`src/rtl/sram_ctl_consts.vh`:
```
// Purpose: constants for the asynchronous word/byte static memory controller
// Assumes: 20 MHz clock, slower speed grade timing throughout
// Notes:   times in ns, cycle counts derived by rounding up
`ifndef SRAM_CTL_CONSTS_VH
`define SRAM_CTL_CONSTS_VH
`define CLK_PERIOD_NS      50
`define ADDR_W             18
`define DATA_W             16
`define BYTE_W             8
`define T_CYCLE_NS         15
`define T_WRITE_PULSE_NS   12
`define T_DATA_SETUP_NS    7
`define T_OE_ACCESS_NS     7
`define T_RELEASE_NS       3
`define CEIL_CYC(t)        (((t) + `CLK_PERIOD_NS - 1) / `CLK_PERIOD_NS)
`define CYC_CYCLE          `CEIL_CYC(`T_CYCLE_NS)
`define CYC_WRITE_PULSE    `CEIL_CYC(`T_WRITE_PULSE_NS)
`define CYC_OE_ACCESS      `CEIL_CYC(`T_OE_ACCESS_NS)
`define CYC_RELEASE        `CEIL_CYC(`T_RELEASE_NS)
`define CNT_W              3
`endif

```
`src/rtl/sram_host_ctl.v`:
```
// Purpose: host-side controller for an asynchronous 256K x 16 static memory
// Assumes: one request at a time, taken when req_ready is high
// Notes:   at 50 ns per cycle every memory time fits in one cycle
`timescale 1ns/1ns
`include "sram_ctl_consts.vh"
module sram_host_ctl (
  input  wire                 clk,
  input  wire                 rst,
  input  wire                 req_valid,
  input  wire                 req_write,
  input  wire [`ADDR_W-1:0]   req_addr,
  input  wire [1:0]           req_byte_en,
  input  wire [`DATA_W-1:0]   req_wdata,
  output reg                  req_ready,
  output reg                  rsp_valid,
  output reg  [`DATA_W-1:0]   rsp_rdata,
  output wire [`ADDR_W-1:0]   word_address,
  output wire                 chip_select_n,
  output wire                 write_strobe_n,
  output wire                 output_enable_n,
  output wire                 low_byte_enable_n,
  output wire                 high_byte_enable_n,
  input  wire [`DATA_W-1:0]   data_bus_in,
  output wire [`DATA_W-1:0]   data_bus_out,
  output wire                 data_bus_oe
);
  localparam [2:0] ST_IDLE   = 3'd0;
  localparam [2:0] ST_SETUP  = 3'd1;
  localparam [2:0] ST_ACTIVE = 3'd2;
  localparam [2:0] ST_END    = 3'd3;
  localparam [2:0] ST_HOLD   = 3'd4;
  // rounded counts are 32-bit; cut to the counter width on purpose
  localparam [31:0]       PULSE_CYC_W = `CYC_WRITE_PULSE;
  localparam [31:0]       READ_CYC_W  = `CYC_OE_ACCESS;
  localparam [`CNT_W-1:0] PULSE_CYC   = PULSE_CYC_W[`CNT_W-1:0];
  localparam [`CNT_W-1:0] READ_CYC    = READ_CYC_W[`CNT_W-1:0];

  reg [2:0]         state;
  reg [`CNT_W-1:0]  count;
  reg               op_write;
  reg [`ADDR_W-1:0] op_addr;
  reg [1:0]         op_be;
  reg [`DATA_W-1:0] op_data;
  reg [2:0]         next_state;
  reg [`CNT_W-1:0]  next_count;
  reg               next_cs_n;
  reg               next_we_n;
  reg               next_oe_n;
  reg               next_doe;

  // read data sampled from the pin, the memory answers well inside a cycle
  reg [`DATA_W-1:0] rd_s1;
  reg [`DATA_W-1:0] rd_s2;
  reg [`DATA_W-1:0] rd_s3;

  // merges new read bytes over zero for disabled lanes
  function [`DATA_W-1:0] lane_mask;
    input [1:0]         be;
    input [`DATA_W-1:0] d;
    begin
      lane_mask = d & {{`BYTE_W{be[1]}}, {`BYTE_W{be[0]}}};
    end
  endfunction

  always @* begin
    next_state = state;
    next_count = count;
    next_cs_n  = 1'b1;
    next_we_n  = 1'b1;
    next_oe_n  = 1'b1;
    next_doe   = 1'b0;
    case (state)
      ST_IDLE: begin
        if (req_valid && req_ready) begin
          next_state = ST_SETUP;
        end
      end
      // address reaches the pins on the same edge that select falls
      ST_SETUP: begin
        next_cs_n  = 1'b0;
        next_we_n  = ~op_write;
        next_oe_n  = op_write;
        next_doe   = op_write;
        // at this clock every count rounds to one, so ACTIVE lasts a single cycle
        next_count = op_write ? PULSE_CYC : READ_CYC;
        next_state = ST_ACTIVE;
      end
      ST_ACTIVE: begin
        next_cs_n = 1'b0;
        next_we_n = ~op_write;
        next_oe_n = op_write;
        next_doe  = op_write;
        if (count <= {{(`CNT_W-1){1'b0}}, 1'b1}) begin
          next_state = ST_END;
        end else begin
          next_count = count - {{(`CNT_W-1){1'b0}}, 1'b1};
        end
      end
      // strobes rise together; data held one more cycle for hold time
      ST_END: begin
        next_doe   = op_write;
        next_state = ST_HOLD;
      end
      ST_HOLD: begin
        next_state = ST_IDLE;
      end
      default: begin
        next_state = ST_IDLE;
      end
    endcase
  end

  always @(posedge clk) begin
    if (rst) begin
      state     <= ST_IDLE;
      count     <= {`CNT_W{1'b0}};
      op_write  <= 1'b0;
      op_addr   <= {`ADDR_W{1'b0}};
      op_be     <= 2'b00;
      op_data   <= {`DATA_W{1'b0}};
      req_ready <= 1'b0;
      rsp_valid <= 1'b0;
      rsp_rdata <= {`DATA_W{1'b0}};
      rd_s1     <= {`DATA_W{1'b0}};
      rd_s2     <= {`DATA_W{1'b0}};
      rd_s3     <= {`DATA_W{1'b0}};
    end else begin
      state     <= next_state;
      count     <= next_count;
      rd_s1     <= data_bus_in;
      rd_s2     <= rd_s1;
      rd_s3     <= rd_s2;
      // ready drops on the taking edge so a request still held is not taken twice
      req_ready <= (next_state == ST_IDLE) && !(req_valid && req_ready);
      rsp_valid <= 1'b0;
      if (state == ST_IDLE && req_valid && req_ready) begin
        op_write <= req_write;
        op_addr  <= req_addr;
        op_be    <= req_byte_en;
        op_data  <= req_wdata;
      end
      // stable when the second and third stages agree; on a short read the third
      // stage may still hold the bus from before select fell, so the second stage
      // is the fallback and is already a full cycle past the access time
      if (state == ST_HOLD) begin
        rsp_valid <= 1'b1;
        if (!op_write && rd_s2 == rd_s3) begin
          rsp_rdata <= lane_mask(op_be, rd_s3);
        end else if (!op_write) begin
          rsp_rdata <= lane_mask(op_be, rd_s2);
        end
      end
    end
  end

  // byte enables follow select, so a deselected memory never sees a stray lane
  sram_pin_drive u_pins (
    .clk                (clk),
    .rst                (rst),
    .next_addr          (op_addr),
    .next_cs_n          (next_cs_n),
    .next_we_n          (next_we_n),
    .next_oe_n          (next_oe_n),
    .next_lbe_n         (~(op_be[0] && next_cs_n == 1'b0)),
    .next_hbe_n         (~(op_be[1] && next_cs_n == 1'b0)),
    .next_dout          (op_data),
    .next_doe           (next_doe),
    .word_address       (word_address),
    .chip_select_n      (chip_select_n),
    .write_strobe_n     (write_strobe_n),
    .output_enable_n    (output_enable_n),
    .low_byte_enable_n  (low_byte_enable_n),
    .high_byte_enable_n (high_byte_enable_n),
    .data_bus_out       (data_bus_out),
    .data_bus_oe        (data_bus_oe)
  );
endmodule // sram_host_ctl

```
`src/rtl/sram_pin_drive.v`:
```
// Purpose: registered pin stage for the memory data bus and strobes
// Assumes: the parent presents next values one cycle ahead
// Notes:   every pin output comes straight from a flip-flop
`timescale 1ns/1ns
`include "sram_ctl_consts.vh"
module sram_pin_drive (
  input  wire                 clk,
  input  wire                 rst,
  input  wire [`ADDR_W-1:0]   next_addr,
  input  wire                 next_cs_n,
  input  wire                 next_we_n,
  input  wire                 next_oe_n,
  input  wire                 next_lbe_n,
  input  wire                 next_hbe_n,
  input  wire [`DATA_W-1:0]   next_dout,
  input  wire                 next_doe,
  output reg  [`ADDR_W-1:0]   word_address,
  output reg                  chip_select_n,
  output reg                  write_strobe_n,
  output reg                  output_enable_n,
  output reg                  low_byte_enable_n,
  output reg                  high_byte_enable_n,
  output reg  [`DATA_W-1:0]   data_bus_out,
  output reg                  data_bus_oe
);
  always @(posedge clk) begin
    if (rst) begin
      word_address       <= {`ADDR_W{1'b0}};
      chip_select_n      <= 1'b1;
      write_strobe_n     <= 1'b1;
      output_enable_n    <= 1'b1;
      low_byte_enable_n  <= 1'b1;
      high_byte_enable_n <= 1'b1;
      data_bus_out       <= {`DATA_W{1'b0}};
      data_bus_oe        <= 1'b0;
    end else begin
      word_address       <= next_addr;
      chip_select_n      <= next_cs_n;
      write_strobe_n     <= next_we_n;
      output_enable_n    <= next_oe_n;
      low_byte_enable_n  <= next_lbe_n;
      high_byte_enable_n <= next_hbe_n;
      data_bus_out       <= next_dout;
      data_bus_oe        <= next_doe;
    end
  end
endmodule // sram_pin_drive

```
`config.mk`:
```
export PLATFORM = sky130hd
export DESIGN_NAME = sram_host_ctl
export DESIGN_NICKNAME = d
export VERILOG_FILES = /design/src/rtl/sram_host_ctl.v /design/src/rtl/sram_pin_drive.v
export VERILOG_INCLUDE_DIRS = /design/src /design/src/rtl
export SDC_FILE = /design/constraint.sdc
export NUM_CORES = 1
export LEC_CHECK = 0
export BUFFER_PORTS_ARGS = -buffer_cell sky130_fd_sc_hd__buf_4
export CAP_MARGIN = 20
export CORE_MARGIN = 4
export CORE_UTILIZATION = 43
export DETAILED_ROUTE_END_ITERATION = 10
export PLACE_DENSITY = 0.77
export SLEW_MARGIN = 20
export SYNTH_ARGS = -nofsm -noshare
export SYNTH_HDL_FRONTEND = slang
export SYNTH_HIERARCHICAL = 1
export SYNTH_SLANG_ARGS = --single-unit
```
`constraint.sdc`:
```
create_clock -name clk -period 2 [get_ports clk]
set_input_delay 0.3 -clock clk [delete_from_list [all_inputs] [get_ports clk]]
set_output_delay 0.3 -clock clk [all_outputs]
set_load 0.03 [all_outputs]
```
==> flow_metrics.env <==
export IMPL_power_density_nw_per_um2=1038
export IMPL_die_w_um=109.9
export IMPL_cp_endpoint="rsp_rdata[4]"
export IMPL_syn_nets=458
export IMPL_dieHeight_um=109.9
export IMPL_path_max_fanout=13
export IMPL_port_buffers=113
export IMPL_drt_iter0_drc=107
export IMPL_numPlacedInstances=625
export IMPL_ys_warn_count=6
export IMPL_clock_skew_ns=0.006195
export IMPL_ff2ff_path_depth=3
export IMPL_num_fill_cells=808
export IMPL_cts_htree_levels=4
export IMPL_synth_common_cells="dfxtp_1, nand2b_1, nor2b_1, mux2i_1, a22o_1"
export IMPL_cts_root_buffer="clkbuf_8"
export IMPL_worstSetupEndpointType="flop"
export IMPL_synth_edf_count=0
export IMPL_hold_class="input port to flop"
export IMPL_cap_violations=0
export IMPL_fin_cells=669
export IMPL_relSlewSlack=0.5087
export IMPL_num_nets_final=580
export IMPL_r2r_end="rsp_rdata[4]"
export IMPL_clkTransAtPathRegs_ns=0.06
export IMPL_gp_congestion=0.7267
export IMPL_r2r_start="state[2]"
export IMPL_yosysTopAreaCellShare=0.5969
export IMPL_cp_arrival_ns=2.21
export IMPL_insertion_delay_ns=0.51
export IMPL_clock_path_buffers=2
export IMPL_yosysMostFrequentCell="dfxtp_1"
export IMPL_setup_viol=0
export IMPL_regToRegSetupSlack_ns=0.24
export IMPL_wl_per_cell_um=13.44
export IMPL_drc=0
export IMPL_critical_path_startpoint="state[2]"
export IMPL_ys_ff_latch=133
export IMPL_slew_violations=0
export IMPL_holdWs_ns=0.02430
export IMPL_setup_tns_ns=0
export IMPL_grt_pass1_vias=2998
export IMPL_die_area_um2=12070
export IMPL_ant_nets=0
export IMPL_cts_sinks=133
export IMPL_slowest_delay_ns=0.56
export IMPL_fin_crit_sh=0.8798
export IMPL_drtPass1Iterations=4
export IMPL_rows=36
export IMPL_antenna_found_initial=0
export IMPL_io_pins=114
export IMPL_power_leakage_nw=2.532
export IMPL_cp_data_required_time_ns=2.45
export IMPL_vdd_ir_drop_worst_v=0.0006209
export IMPL_start_util=0.4481
export IMPL_rsz0062_at_grt="false"
export IMPL_holdBufCountCts=12
export IMPL_post_route_cells_drive_above_1_share=0.2836
export IMPL_vias=3035
export IMPL_max_freq_ghz=0.5683
export IMPL_grt_ovfl_total=0
export IMPL_status="finished, final reports clean"
export IMPL_yosysUniqueCellTypes=30
export IMPL_async_flop_share=0
export IMPL_grt_usage=0.1547
export IMPL_core_area_um2=9955
export IMPL_synthesis_area_um2=4461
export IMPL_syn_area_per_cell_um2=11.12
export IMPL_antennaDiodeCount=0
export IMPL_fin_crit_ns=1.760
export IMPL_synth_area_leaders="dfxtp_1, nand2b_1, nor2b_1"
export IMPL_path_cells="nor4b_1 > and3_1 > a22o_1"
export IMPL_tightest_slew_ns=0.7370
export IMPL_vias_per_cell=4.537
export IMPL_postRouteWirelength_mm=8.993
export IMPL_postCtsSetupRepairBufs=0
export IMPL_path_class="flop to flop"
export IMPL_grt_pass1_wl_mm=13.96
export IMPL_hold_viol_final=0
export IMPL_area_growth_pct=35.79
export IMPL_hpwl_mm=5.813
export IMPL_cts_buffers=17
export IMPL_start_kind="flop"
export IMPL_grt_max_degree=94
export IMPL_synth_ff_type="dfxtp_1"
export IMPL_crit_slowest_cell="dfxtp_1"
export IMPL_ys_seq_area_frac=0.5969
export IMPL_ctsResizeCount=0
export IMPL_netlist_instances=401
export IMPL_cts_tree="yes"
export IMPL_yosysTopAreaCell="dfxtp_1"
==> critical path: cells and delay by family (launching register included) <==
kind               cells  cell delay, ns
AOI/OAI and AO/OA      1            0.19
DFF                    1            0.56
and+or+nand+nor        2            0.94
==> flip-flops by register name (all words and copies together), names as in the netlist, 2 cells and up <==
signal and cells:
u_pins/data_bus_out 16, rd_s2 16, rsp_rdata 16, op_data 16, state 3, rd_s1 16
u_pins/word_address 18, count 3, op_addr 18, op_be 2
==> layout make-up <==
cell class	instances	area, µm²	area share
Clock buffer	21	449.2	0.07416
Inverter	5	18.77	0.003099
Sequential cell	133	2663	0.4396
Clock inverter	11	102.6	0.01694
Multi-Input combinational cell	236	1652	0.2727
Tap cell	133	166.4	0.02747
Timing Repair Buffer	130	1006	0.1661
==> placed cells by master (no fill, tap or decap) <==
master	instances
clkinv_4	3
nor2_1	7
nand2_1	7
inv_1	5
a22o_1	16
a31oi_1	1
clkbuf_1	2
or2_1	5
nor4_2	1
nor4b_1	2
dlygate4sd3_1	12
or4_1	1
or3b_4	1
ha_1	1
o31ai_1	2
and3_1	2
bufinv_16	1
dfxtp_1	133
or4b_2	1
a221oi_1	1
inv_6	1
nand2b_1	74
clkbuf_8	3
mux2i_1	37
a21oi_1	1
nor2b_1	67
clkinvlp_4	3
nor3_1	5
buf_4	118
clkbuf_16	16
clkinv_2	3
xnor2_1	1
o21ba_2	1
o21ai_0	1
nor3b_1	1
==> cells by family (layout without fill, tap and decap cells) <==
group,after synthesis,count (layout),share of synthesized area
flip-flops,133,133,0.5969
AND/OR/NAND/NOR,174,174,0.2384
AO/OA/AOI/OAI,23,23,0.04263
XOR/XNOR,1,1,0.001964
multiplexers,37,37,0.08303
adder cells (fa/ha/maj),1,1,0.002805
buffers and inverters,32,167,0.03422
==> metal layers <==
metal | global-route usage | up-vias | wire, µm
li1 | - | 1537 | -
met1 | 0.1764 | 1393 | 3762
met2 | 0.2478 | 94 | 4382
met3 | 0.06929 | 11 | 724
met4 | 0.07124 | 0 | 124
met5 | 0 | - | 0
==> worst min-delay path by stage <==
stage / start / to / slack, ns / cells after the start
6_report: data_bus_in[13] / rd_s1[13] / 0.02 / 2
2_1_floorplan: rst / rsp_valid / 0.39 / 1
5_1_grt: data_bus_in[6] / rd_s1[6] / 0.006 / 2
3_5_place_dp: rd_s2[9] / rsp_rdata[9] / 0.42 / 1
3_3_place_gp: rd_s1[7] / rd_s2[7] / 0.42 / 1
4_1_cts: data_bus_in[13] / rd_s1[13] / 0.007 / 2
==> stage by stage <==
| step | total power (W) | util | worst slack, ns | cell area [µm²] |
|---|---|---|---|---|
| final | 0.006288 | 0.6085 | 0.2403 | 6057 |
| after detailed placement | 0.003509 | 0.5410 | 0.2802 | 5385 |
| after global routing | 0.006557 | 0.6085 | 0.07901 | 6057 |
| after global placement | 0.003485 | 0.5410 | 0.3671 | 5385 |
| after CTS | 0.006372 | 0.6085 | 0.2181 | 6057 |
| after floorplan | 0.003291 | - | 0.3919 | 4461 |
==> power by group <==
group	switching, W	leakage [nW]	internal (W)
sequential	0.0000688	1.08	0.00279
combinational	0.000301	1.18	0.000302
clock	0.00111	0.264	0.00171
Note: power is estimated with default switching activity, not from simulation.
